$ cat src/inc/pcrp_cfg.svh
`ifndef PCRP_CFG_SVH
`define PCRP_CFG_SVH

// Byte offsets in the function's configuration space
`define PCRP_CAPL_OFS 8'h6C
`define PCRP_CAP_OFS 8'h6E
`define PCRP_DEVCAP_OFS 8'h70

// Field positions within the 32-bit configuration dword
`define PCRP_STRUCT_ID_LSB 0
`define PCRP_NEXT_PTR_LSB 8
`define PCRP_VERSION_LSB 16
`define PCRP_PORT_TYPE_LSB 20
`define PCRP_SLOT_BIT 24
`define PCRP_IMO_LSB 25
`define PCRP_DEVCAP_LOW_LSB 0
`define PCRP_L0S_LAT_LSB 6
`define PCRP_L1_LAT_LSB 9
`define PCRP_PLV_LSB 18
`define PCRP_PLS_LSB 26

// Byte lane that carries the slot-implemented bit
`define PCRP_SLOT_LANE 3

// Fixed and reset values
`define PCRP_STRUCT_ID 8'h10
`define PCRP_NEXT_PTR 8'h00
`define PCRP_IMO 5'h00
`define PCRP_PORT_TYPE 4'h4
`define PCRP_VERSION 4'h1
`define PCRP_SLOT_RST 1'h0
`define PCRP_PLS 2'h0
`define PCRP_PLV 8'h00
`define PCRP_L1_LAT 3'h7
`define PCRP_L0S_LAT 3'h7
`define PCRP_DEVCAP_LOW 6'h00

`endif

$ cat src/inc/pcrp_pkg.sv
`default_nettype none

package pcrp_pkg;

	typedef struct packed {
		logic valid;
		logic write;
		logic [7:0] addr;
		logic [3:0] be;
		logic [31:0] wdata;
	} pcrp_req_t;

	typedef struct packed {
		logic ack;
		logic [31:0] rdata;
	} pcrp_rsp_t;

	typedef enum logic [1:0] {
		PCRP_SLOT_OPEN = 2'h1,
		PCRP_SLOT_LOCKED = 2'h2
	} pcrp_slot_state_t;

endpackage

`default_nettype wire

$ cat src/pcrp_cap_header.sv
// Operation
// - next pointer reads zero, read-only
// - low byte returns identifier 10h
// - message offset field reads zero, read-only
// - slot bit shows slot versus fixed device
// - slot bit takes only first slot-lane write
// - port type reads root port 0100b
// - structure version reads 0001b
// - power limit scale hardwired zero
// - power limit value hardwired zero
`include "pcrp_cfg.svh"

`default_nettype none

module pcrp_cap_header
	import pcrp_pkg::*;
(
	input wire logic clk,
	input wire logic reset,
	input wire pcrp_req_t cfg_req,
	output var pcrp_rsp_t cfg_rsp,
	output logic slot_implemented
);

	pcrp_slot_state_t slot_state_q;
	logic slot_q;
	pcrp_rsp_t rsp_q;
	logic [31:0] rd_word;
	logic [5:0] dw_idx;
	logic hit_capl;
	logic hit_devcap;
	logic slot_write;
	logic rd_capl;
	logic rd_devcap;
	logic rd_unmapped;
	logic wr_any;

	// Config space is dword addressed; low address bits only matter via byte enables
	assign dw_idx = cfg_req.addr[7:2];
	assign hit_capl = (dw_idx == 6'(`PCRP_CAPL_OFS >> 2));
	assign hit_devcap = (dw_idx == 6'(`PCRP_DEVCAP_OFS >> 2));
	assign slot_write = cfg_req.valid && cfg_req.write && hit_capl && cfg_req.be[`PCRP_SLOT_LANE];

	// Write-once lock: firmware sets the slot topology a single time per reset
	always_ff @(posedge clk) begin
		if (reset) begin
			slot_state_q <= PCRP_SLOT_OPEN;
		end else begin
			case (slot_state_q)
				PCRP_SLOT_OPEN: begin
					if (slot_write) begin
						slot_state_q <= PCRP_SLOT_LOCKED;
					end
				end
				PCRP_SLOT_LOCKED: begin
					slot_state_q <= PCRP_SLOT_LOCKED;
				end
				default: begin
					slot_state_q <= PCRP_SLOT_LOCKED;
				end
			endcase
		end
	end

	always_ff @(posedge clk) begin
		if (reset) begin
			slot_q <= `PCRP_SLOT_RST;
		end else if (slot_write && slot_state_q == PCRP_SLOT_OPEN) begin
			slot_q <= cfg_req.wdata[`PCRP_SLOT_BIT];
		end
	end

	// Read data assembly; everything not placed stays zero
	always_comb begin
		rd_word = 32'h0000_0000;
		if (hit_capl) begin
			rd_word[`PCRP_STRUCT_ID_LSB +: 8] = `PCRP_STRUCT_ID;
			rd_word[`PCRP_NEXT_PTR_LSB +: 8] = `PCRP_NEXT_PTR;
			rd_word[`PCRP_VERSION_LSB +: 4] = `PCRP_VERSION;
			rd_word[`PCRP_PORT_TYPE_LSB +: 4] = `PCRP_PORT_TYPE;
			rd_word[`PCRP_SLOT_BIT] = slot_q;
			rd_word[`PCRP_IMO_LSB +: 5] = `PCRP_IMO;
		end else if (hit_devcap) begin
			rd_word[`PCRP_DEVCAP_LOW_LSB +: 6] = `PCRP_DEVCAP_LOW;
			rd_word[`PCRP_L0S_LAT_LSB +: 3] = `PCRP_L0S_LAT;
			rd_word[`PCRP_L1_LAT_LSB +: 3] = `PCRP_L1_LAT;
			rd_word[`PCRP_PLV_LSB +: 8] = `PCRP_PLV;
			rd_word[`PCRP_PLS_LSB +: 2] = `PCRP_PLS;
		end
	end

	// Every access completes in one cycle; unmapped dwords read zero and drop writes
	always_ff @(posedge clk) begin
		if (reset) begin
			rsp_q <= '0;
		end else begin
			rsp_q.ack <= cfg_req.valid;
			if (cfg_req.valid && !cfg_req.write) begin
				rsp_q.rdata <= rd_word;
			end else begin
				rsp_q.rdata <= 32'h0000_0000;
			end
		end
	end

	assign cfg_rsp = rsp_q;
	assign slot_implemented = slot_q;

	// Read strobes per decoded dword, shared by the checks below
	assign rd_capl = cfg_req.valid && !cfg_req.write && hit_capl;
	assign rd_devcap = cfg_req.valid && !cfg_req.write && hit_devcap;
	assign rd_unmapped = cfg_req.valid && !cfg_req.write && !hit_capl && !hit_devcap;
	assign wr_any = cfg_req.valid && cfg_req.write;
endmodule

`default_nettype wire

$ cat config.mk
export PLATFORM = sky130hd
export DESIGN_NAME = pcrp_cap_header
export DESIGN_NICKNAME = d
export VERILOG_FILES = /design/src/inc/pcrp_pkg.sv /design/src/pcrp_cap_header.sv
export VERILOG_INCLUDE_DIRS = /design/src /design/src/inc
export SDC_FILE = /design/constraint.sdc
export NUM_CORES = 1
export LEC_CHECK = 0
export BUFFER_PORTS_ARGS = -buffer_cell sky130_fd_sc_hd__buf_2
export CAP_MARGIN = 5
export CELL_PAD_IN_SITES_DETAIL_PLACEMENT = 1
export CELL_PAD_IN_SITES_GLOBAL_PLACEMENT = 2
export CORE_UTILIZATION = 13
export DETAILED_ROUTE_END_ITERATION = 8
export HOLD_SLACK_MARGIN = 0.08
export PLACE_DENSITY = 0.89
export SYNTH_ARGS = -nofsm -noshare
export SYNTH_HDL_FRONTEND = slang
export SYNTH_SLANG_ARGS = --single-unit
export TNS_END_PERCENT = 100
$ cat constraint.sdc
create_clock -name clk -period 1.2 [get_ports clk]
set_clock_uncertainty 0.1 [all_clocks]
set_input_delay 0 -clock clk [delete_from_list [all_inputs] [get_ports clk]]
set_output_delay 0 -clock clk [all_outputs]
set_load 0.005 [all_outputs]
Word-level counts from Yosys, hierarchy flattened. Index checks and enable logic that the tools add are counted.

Logic and storage cells: 28. Input port bits: 48. Register bits: 36. Output and inout bits: 34.

Bitwise logic cells: 2. Muxes and demuxes: 6. Reductions and logical operators: 9. Equality and inequality tests: 4.

Operator list (count): $mux 5 (3); $eq 6x5->1 const B (2); $mux 12 (1); $reduce_or 3->1 (2); $logic_and 1x1->1 (5); $mux 2 (2); $eq 2x1->1 const B (1); $ne 2x2->1 const B (1); $not 1->1 (2); $reduce_or 2->1 (1); $logic_not 1->1 (1).

Depth between registers and ports, before layout. Gate-level depths: netlist (run 1).

Depth in word-level cells: 5. Gate-level depth with buffers: 3. Gate-level depth less buffers: 3.

Worst setup path before layout (run 1). No wires, ideal clock.

Kind: reg2reg. From: register slot_state_q[1]. To: register slot_q (netlist: slot_implemented). Slack: 0.210 ns. Period minus slack after synthesis: 0.990 ns. Data required time: 1.028 ns. Stages on the path, launching flop included: 4. Arrival time: 0.818 ns. Library setup time: 0.072 ns. Path buffers: 0. Cells stage by stage: dfxtp_1 nand4b_1 nor4_4 mux2i_1.

Word-level cells in the longest chain between the ends: 2.

RTL lines: from (decl) (line pcrp_cap_header.sv:25) `pcrp_slot_state_t slot_state_q;`; from (signal assigned) (line pcrp_cap_header.sv:47) `slot_state_q <= PCRP_SLOT_OPEN;`; from (signal assigned) (line pcrp_cap_header.sv:52) `slot_state_q <= PCRP_SLOT_LOCKED;`; from (signal assigned) (line pcrp_cap_header.sv:56) `slot_state_q <= PCRP_SLOT_LOCKED;`; $eq 2x1->1 (line pcrp_cap_header.sv:68) `end else if (slot_write && slot_state_q == PCRP_SLOT_OPEN) begin`; $logic_and 1x1->1 (line pcrp_cap_header.sv:68); to (signal assigned) (line pcrp_cap_header.sv:67) `` slot_q <= `PCRP_SLOT_RST; ``; to (signal assigned) (line pcrp_cap_header.sv:69) `` slot_q <= cfg_req.wdata[`PCRP_SLOT_BIT]; ``; to (decl) (line pcrp_cap_header.sv:26) `logic slot_q;`.

No other way between the ends. A chain may end at the register's enable or synchronous reset.

Final worst setup path (run 1).
From: input cfg_req[38] (netlist name). To: register rsp_q (netlist bit cfg_rsp[10]).

Word-level cells in the longest chain between the ends: 2. Elaborated cells on any way between the ends: 4. Those cells by class: eq/ne: 2; mux: 1; reduce/logical: 1.

RTL lines: from (decl) (line pcrp_cap_header.sv:20) `input wire pcrp_req_t cfg_req,`; $eq 6x5->1 (on tied branches) (line pcrp_cap_header.sv:40, pcrp_cap_header.sv:41); $reduce_or 3->1 (no line) or $mux 12 (tied branches); to (decl) (line pcrp_cap_header.sv:27) `pcrp_rsp_t rsp_q;`.

Several ways; a longest one is shown, not always the timed one.

==> flow_summary.json, run 1 <==
{
  "synth_compound_area_frac": 0.0315,
  "cts.clk_slew.worst_paths_ns": 0.04,
  "synth_top_family_by_area": "buffers and inverters",
  "synth_fa_ha_area_frac": 0,
  "hold_path.class": "in2reg",
  "tns_ns": 0,
  "slew_viol_final": 0,
  "fin_util": 0.197,
  "viasPerCell": 3.03,
  "finalCritPeriodShare": 0.941,
  "power.leakage_nw": 0.462,
  "status": "completed",
  "numCtsBuffers": 3,
  "crit_path_top_delay_cell": "dlygate4sd3_1",
  "drt_iter0_markers": 6,
  "grt_pass1_vias": 333,
  "synth_cell_types": 17,
  "antenna_found_initial": 0,
  "num_antenna_cells": 0,
  "grt_overflow": 0,
  "setup_viol": 0,
  "area_delta_synth_final_pct": 44.1,
  "ys_seq_area_frac": 0.252,
  "h-tree-depth": 1,
  "cap_viol_max_count": 0,
  "cts_tree": "yes",
  "syn-instance-count": 56,
  "yosys.area_share.simple": 0.293,
  "met2_usage": 0.0863,
  "syn_area_um2": 556,
  "dieHeight_um": 67.4,
  "ios": 82,
  "yosysWarnings": 0,
  "synth-xor-area-share": 0,
  "cts_buffer_depth": 2,
  "grt_pass1_wl_um": 1440,
  "final_layout_size_suffix_gt1_frac": 0.384,
  "start_kind": "input port",
  "max_clock_freq_ghz": 0.886,
  "core_area_um2": 4060,
  "vias": 412,
  "clk_latency_ns": 0.23,
  "cp.required_ns": 1.24,
  "grt_use_met3": 0.0372,
  "busiest_layer": "met2",
  "synth_top_area_frac": 0.392,
  "wl_per_cell_um": 7.90,
  "drc_errors": 0,
  "rows": 23,
  "post-route-min-period_ns": 1.13,
  "met1_usage": 0.0340,
  "critPathKind": "in2reg",
  "synthTopCellsByArea": "buf_4 39%, dfxtp_1 25%, nand3b_4 7.2%",
  "cts_sinks": 7,
  "dp_cells": 121,
  "cts_root_buffer": "clkbuf_8",
  "rsz0062_at_grt": "no",
  "peakVddDrop_mv": 0.269,
  "synthMuxAreaShare": 0.0180,
  "fill_cells": 469,
  "cp_cell_sequence": "dlymetal6s4s_1 -> buf_6 -> dlygate4sd3_1 -> nor4b_2",
  "synth_largest_area_cell": "buf_4",
  "die_area_um2": 4540,
  "power_w": 0.000705,
  "syn_area_per_cell_um2": 9.92,
  "crit_fanout": 2,
  "die_width_um": 67.4,
  "critPathMaxStageDelay_ns": 0.56,
  "cpLargestDelayFamily": "buffers and inverters",
  "layout.cells.non_filler": 136,
  "hold_viol": 0,
  "start_util": 0.137,
  "wl_um": 1070,
  "critPathBufInv": 3,
  "io_buffers": 23,
  "nNetsFinal": 135,
  "drt_first_pass_iters": 2,
  "antenna_left": 0,
  "cp.arrival_ns": 1.17,
  "ys_ff_latch": 7,
  "power-per-cell-area_nw_per_um2": 881,
  "grt_max_degree": 7,
  "grt.total_usage": 0.0491,
  "end_kind": "flop",
  "gp_congestion": 0.657
}
-- sequential cells by signal (all words and copies together), names as in the netlist --
signal / cells
slot_state_q: 2
slot_implemented: 1
cfg_rsp: 4
-- worst paths after layout --
path	start	endpoint	slack [ns]	cells past startpoint
max	cfg_req[38]	cfg_rsp[10]	0.07	4
min	cfg_req[42]	slot_state_q[0]	0.08	4
max reg2reg	slot_state_q[1]	slot_implemented	0.13	3
min reg2reg	slot_implemented	slot_implemented	0.39	2
-- routing by layer --
layer / wire, um / share of wire / vias to the layer above
met5: 0 / 0 / -
met4: 19 / 0.018 / 0
met3: 171 / 0.16 / 2
met2: 551 / 0.51 / 30
met1: 331 / 0.31 / 187
li1: - / - / 193
-- cells by family (layout without fill, tap and decap cells) --
family                 after synthesis  in the layout
muxes                                1              1
AOI/OAI and AO/OA                    2              2
and+or+nand+nor                     15             15
DFF                                  7              7
other                                1             22
buffers and inverters               30             39
-- Yosys cell counts --
cell type,number
and2_1,1
o21bai_1,1
nor3b_2,2
nand4b_1,1
nor2b_1,1
nor4_4,1
o21ba_1,1
nor4b_2,1
dfxtp_1,7
buf_4,29
mux2i_1,1
nand2b_1,4
nand3b_4,2
nor3_2,1
nand3_1,1
conb_1,1
inv_1,1
-- cell type report --
type                    instances  area [um^2]  share of cell area
clock buffers                   4         45.0              0.0562
inverters                       1         3.75             0.00469
repair buffers                 34          264               0.330
well taps                      50         62.6              0.0781
flip-flops and latches          7          140               0.175
multi-input cells              40          285               0.356
-- worst register-to-register path, cell delays in order (launching register included) --
cell      delay, ns
dfxtp_1        0.29
nand4b_1       0.21
nor4_4         0.19
mux2i_1        0.20
-- per-stage QoR --
stage / setup WS [ns] / hold slack, ns / instance area [um^2]
finish: 0.0709 / 0.0826 / 801
global route: 0.0144 / 0.105 / 801
CTS: 0.0231 / -0.0349 / 719
detailed placement: 0.129 / 0.132 / 594
global placement: 0.155 / 0.121 / 594
floorplan: 0.210 / -0.0294 / 634
-- layout by cell type, fill, tap and decap left out --
master / instances
conb_1: 22
buf_2: 18
dfxtp_1: 7
dlymetal6s4s_1: 6
dlygate4sd3_1: 5
nand2b_1: 4
clkbuf_8: 3
buf_6: 3
nand3b_4: 2
nor3b_4: 2
buf_4: 2
nand3_1: 1
nor3_2: 1
o21bai_1: 1
nor4b_2: 1
o21ba_1: 1
inv_1: 1
nand4b_1: 1
nor4_4: 1
mux2i_1: 1
nor2b_1: 1
and2_1: 1
clkbuf_1: 1
-- what timing repair did --
| action | CTS | global route |
|---|---|---|
| hold buffers | 8 | 3 |
| endpoints found under the hold margin | 6 | 1 |
| endpoints found under the setup margin | 0 | 3 |
| resized for setup | 0 | 13 |
| setup buffers | 0 | 2 |
-- power by group --
part / internal (W) / switching [W] / total (W)
clock network: 0.000230 / 0.000104 / 0.000334
registers: 0.000242 / 0.00000297 / 0.000245
logic: 0.0000696 / 0.0000567 / 0.000126
total: 0.000542 / 0.000164 / 0.000705
Power figures use the tool's default switching activity.
==> inputs of run 2 (changes only) <==
- SETUP_SLACK_MARGIN: default -> 0.4
==> run 2 against run 1 <==
The flow now finishes with violations (negative hold slack); cell count decreased by 6.6%; wire length decreased by 13%; via count decreased by 11%; critical path type is now reg2reg; highest routed layer unchanged.
==> flow_summary.json, run 2 (same netlist as run 1, synthesis figures left out) <==
{
  "finalCritPeriodShare": 0.886,
  "fin_util": 0.173,
  "viasPerCell": 2.90,
  "dieHeight_um": 67.4,
  "grt_pass1_wl_um": 1330,
  "final_cell_mix": "22 x conb_1, 17 x buf_2, 6 x dfxtp_1, 6 x buf_6, 4 x nand2b_1",
  "area_delta_synth_final_pct": 26.1,
  "layout.cells.non_filler": 127,
  "crit_fanout": 2,
  "num_antenna_cells": 0,
  "power-per-cell-area_nw_per_um2": 950,
  "dp_cells": 121,
  "max_clock_freq_ghz": 0.940,
  "tns_ns": 0,
  "setup_viol": 0,
  "hold_path.class": "in2reg",
  "cts_buffer_depth": 2,
  "fin_ws_ns": 0.136,
  "gp_congestion": 0.657,
  "dp_slack_ns": 0.129,
  "die_area_um2": 4540,
  "largest_reg_flops": 4,
  "final_layout_size_suffix_gt1_frac": 0.442,
  "start_kind": "flop",
  "cts_root_buffer": "clkbuf_8",
  "wl_per_cell_um": 7.38,
  "peakVddDrop_mv": 0.267,
  "cts_tree": "yes",
  "start_util": 0.137,
  "grt_max_degree": 7,
  "hold_viol": 3,
  "post-route-min-period_ns": 1.06,
  "cp.arrival_ns": 1.12,
  "clk_latency_ns": 0.23,
  "setup.worst_path.start": "slot_state_q[1]",
  "h-tree-depth": 1,
  "min_from": "cfg_req[38]",
  "r2r_start": "slot_state_q[1]",
  "power.leakage_nw": 0.360,
  "antenna_found_initial": 0,
  "drc_errors": 0,
  "cts.clk_slew.worst_paths_ns": 0.04,
  "cts_setup_buffers": 0,
  "fill_cells": 475,
  "antenna_left": 0,
  "holdWs_ns": -0.117,
  "die_width_um": 67.4,
  "grt_pass1_vias": 299,
  "rsz0062_at_grt": "yes",
  "rows": 23,
  "ios": 82,
  "end_kind": "flop",
  "seqCellArea_um2": 144,
  "grt_overflow": 0,
  "io_buffers": 23,
  "grt.total_usage": 0.0467,
  "multi_input_area_um2": 273,
  "status": "finished, violations left",
  "cts_sinks": 7,
  "numCtsBuffers": 3,
  "drt_first_pass_iters": 2,
  "layout_commonest_cell": "conb_1",
  "wl_um": 937,
  "core_area_um2": 4060,
  "vias": 368,
  "nNetsFinal": 126,
  "holdBufCountCts": 2,
  "violations": "negative hold slack",
  "critPathKind": "reg2reg",
  "cp.required_ns": 1.26,
  "drt_iter0_markers": 7,
  "cap_viol_max_count": 0,
  "slew_viol_final": 0
}
-- run 2: cell types whose count changed in the layout (fill, tap and decap cells not counted), sizes merged --
cell,previous run,this run
dlygate4sd3,5,2
dlymetal6s4s,6,0
-- run 2: worst max-delay path, cell delays in order (launching register included) --
cell and delay (ns):
dfxtp_1 0.29, nand4b_1 0.21, nor4_4 0.19, mux2i_1 0.20
-- run 2: power by group --
part	switching (W)	internal (W)
registers	0.00000312	0.000240
clock network	0.000105	0.000230
logic	0.0000485	0.0000393
total	0.000157	0.000509
-- run 2: metrics by stage --
step	power [W]	area [um^2]	hold WS, ns
after global routing	0.000699	701	-0.109
after global placement	0.000329	594	0.121
after detailed placement	0.000331	594	0.132
after CTS	0.000680	661	-0.124
final	0.000666	701	-0.117
after floorplan	0.000349	634	-0.0294
-- run 2: repair_timing --
item                                    CTS  global route
hold endpoints to repair                  6             5
gates resized for setup                   1             7
endpoints found under the setup margin    8             9
-- run 2: path summary, 6_finish.rpt --
check	end	slack [ns]	cells after the start
worst max register to register	slot_implemented	0.14	3
worst min-delay path	cfg_rsp[10]	-0.12	2
worst min register to register	slot_implemented	0.39	2
worst max-delay path	slot_implemented	0.14	3
-- run 2: metal layers --
metal  global-route usage  vias up  part of all wire
met1               0.0290      162              0.30
met2               0.0788       30              0.48
li1                     -      174                 -
met3               0.0439        2              0.20
met5                    0        -                 0
met4               0.0399        0             0.020
-- run 2: area by class of cell --
class	count	share of cell area
Clock buffer	4	0.0643
Multi-Input combinational cell	40	0.389
Tap cell	50	0.0893
Sequential cell	7	0.205
Timing Repair Buffer	25	0.246
Inverter	1	0.00536
==> inputs of run 3 (changes only) <==
- clock period: 1.2 -> 1 ns (I/O delays scaled with it)
==> run 3 against run 2 <==
The run ends with negative hold slack, negative setup slack left; power up 19%; sequential share of layout area shrank 0.97 points; die area unchanged; design area increased by 5.9%; hold slack improved by 0.0058 ns; largest power group unchanged; highest routed layer is now met3.
==> flow_summary.json, run 3 (same netlist as run 1, synthesis figures left out) <==
{
  "wl_per_cell_um": 7.87,
  "cts_sinks": 7,
  "fin_ws_ns": -0.0557,
  "status": "finished, violations left",
  "violations": "negative hold slack, negative setup slack",
  "dp_hpwl_um": 848,
  "antenna_found_initial": 0,
  "final_layout_size_suffix_gt1_frac": 0.494,
  "cp.required_ns": 1.05,
  "wl_um": 1000,
  "vias": 374,
  "rows": 23,
  "grt.total_usage": 0.0481,
  "finalCritPeriodShare": 1.06,
  "num_antenna_cells": 0,
  "p_sw_w": 0.000173,
  "antenna_left": 0,
  "power_frac_seq": 0.367,
  "die_area_um2": 4540,
  "cts.clk_slew.worst_paths_ns": 0.04,
  "ios": 82,
  "die_width_um": 67.4,
  "cp.arrival_ns": 1.11,
  "layout.cells.non_filler": 127,
  "final_cell_mix": "22 x conb_1, 13 x buf_2, 10 x buf_6",
  "nNetsFinal": 126,
  "grt_max_degree": 7,
  "crit_fanout": 2,
  "power-per-cell-area_nw_per_um2": 1070,
  "start_util": 0.137,
  "io_buffers": 23,
  "rsz0062_at_grt": "yes",
  "tns_ns": -0.0557,
  "holdWs_ns": -0.112,
  "design_area_um2": 742,
  "hold_path.class": "in2reg",
  "p_comb_frac": 0.154,
  "p_int_w": 0.000621,
  "h-tree-depth": 1,
  "hold_viol": 4,
  "drc_errors": 0,
  "critPathKind": "reg2reg",
  "grt_pass1_vias": 317,
  "largest_reg_flops": 4,
  "dp_cells": 122,
  "layout_commonest_cell": "conb_1",
  "drt_first_pass_iters": 3,
  "cts_tree": "yes",
  "dpl_cell_area_um2": 617,
  "viasPerCell": 2.94,
  "gp_congestion": 0.649,
  "dieHeight_um": 67.4,
  "clk_latency_ns": 0.22,
  "drt_iter0_markers": 5,
  "numCtsBuffers": 3,
  "slew_viol_final": 0,
  "core_area_um2": 4060,
  "cap_viol_max_count": 0,
  "start_kind": "flop",
  "clock_power_share": 0.479,
  "end_kind": "flop",
  "power.leakage_nw": 0.394,
  "peakVddDrop_mv": 0.320,
  "grt_pass1_wl_um": 1410,
  "max_clock_freq_ghz": 0.947,
  "swShare": 0.218,
  "post-route-min-period_ns": 1.06,
  "setup_viol": 1,
  "cts_root_buffer": "clkbuf_8",
  "cts_buffer_depth": 2,
  "area_delta_synth_final_pct": 33.6,
  "grt_overflow": 0,
  "power_w": 0.000794
}
## run 3: cell types whose count changed in the layout (fill, tap and decap cells not counted), moves of 2 or more
cell / previous run / this run
dlygate4sd3_1: 2 / 0
nor3b_2: 2 / 0
nor3b_4: 0 / 2
buf_2: 17 / 13
buf_6: 6 / 10
buf_4: 0 / 2
## run 3: power by group through the flow
stage / sequential (W) / clock, W / combinational [W]
floorplan: 0.000298 / 0 / 0.000124
global placement: 0.000298 / 0 / 0.000106
detailed placement: 0.000299 / 0 / 0.000107
CTS: 0.000292 / 0.000393 / 0.000118
global route: 0.000292 / 0.000416 / 0.000137
finish: 0.000292 / 0.000380 / 0.000122
## run 3: final cells by class
type                       instances  area (um^2)
clock buffer                       4         45.0
fill                             483         3320
inverter                           1         3.75
multi-input combinational         40          293
sequential                         7          145
tap                               50         62.6
timing repair buffer              25          193
## run 3: timing repair
item,4_1_cts,5_1_grt
buffers inserted,1,0
pin swaps,1,2
gates resized for setup,13,3
endpoints found under the setup margin,17,18
endpoints found under the hold margin,6,6
## run 3: layer usage
| metal | share of wire | track usage | wire length (um) |
|---|---|---|---|
| met1 | 0.29 | 0.0340 | 291 |
| met2 | 0.54 | 0.0838 | 539 |
| met3 | 0.17 | 0.0507 | 170 |
| met4 | 0 | 0.0160 | 0 |
| met5 | 0 | 0 | 0 |
## run 3: final timing paths
kind | cells past startpoint | slack (ns) | start | end
worst max-delay path | 3 | -0.06 | slot_state_q[1] | slot_implemented
worst min-delay path | 2 | -0.11 | cfg_req[39] | cfg_rsp[10]
worst max register to register | 3 | -0.06 | slot_state_q[1] | slot_implemented
worst min register to register | 1 | 0.38 | slot_implemented | cfg_rsp[24]
## run 3: per-stage QoR
step | util | worst slack [ns] | hold slack (ns)
floorplan | - | 0.00999 | -0.0368
global placement | 0.152 | -0.00640 | 0.115
detailed placement | 0.152 | -0.0597 | 0.120
CTS | 0.180 | -0.0693 | -0.112
global route | 0.183 | -0.132 | -0.114
finish | 0.183 | -0.0557 | -0.112
## run 3: worst max-delay path, stage by stage (launching register included)
cell and delay, ns:
dfxtp_1 0.30, nand4b_1 0.21, nor4_4 0.18, mux2i_1 0.20
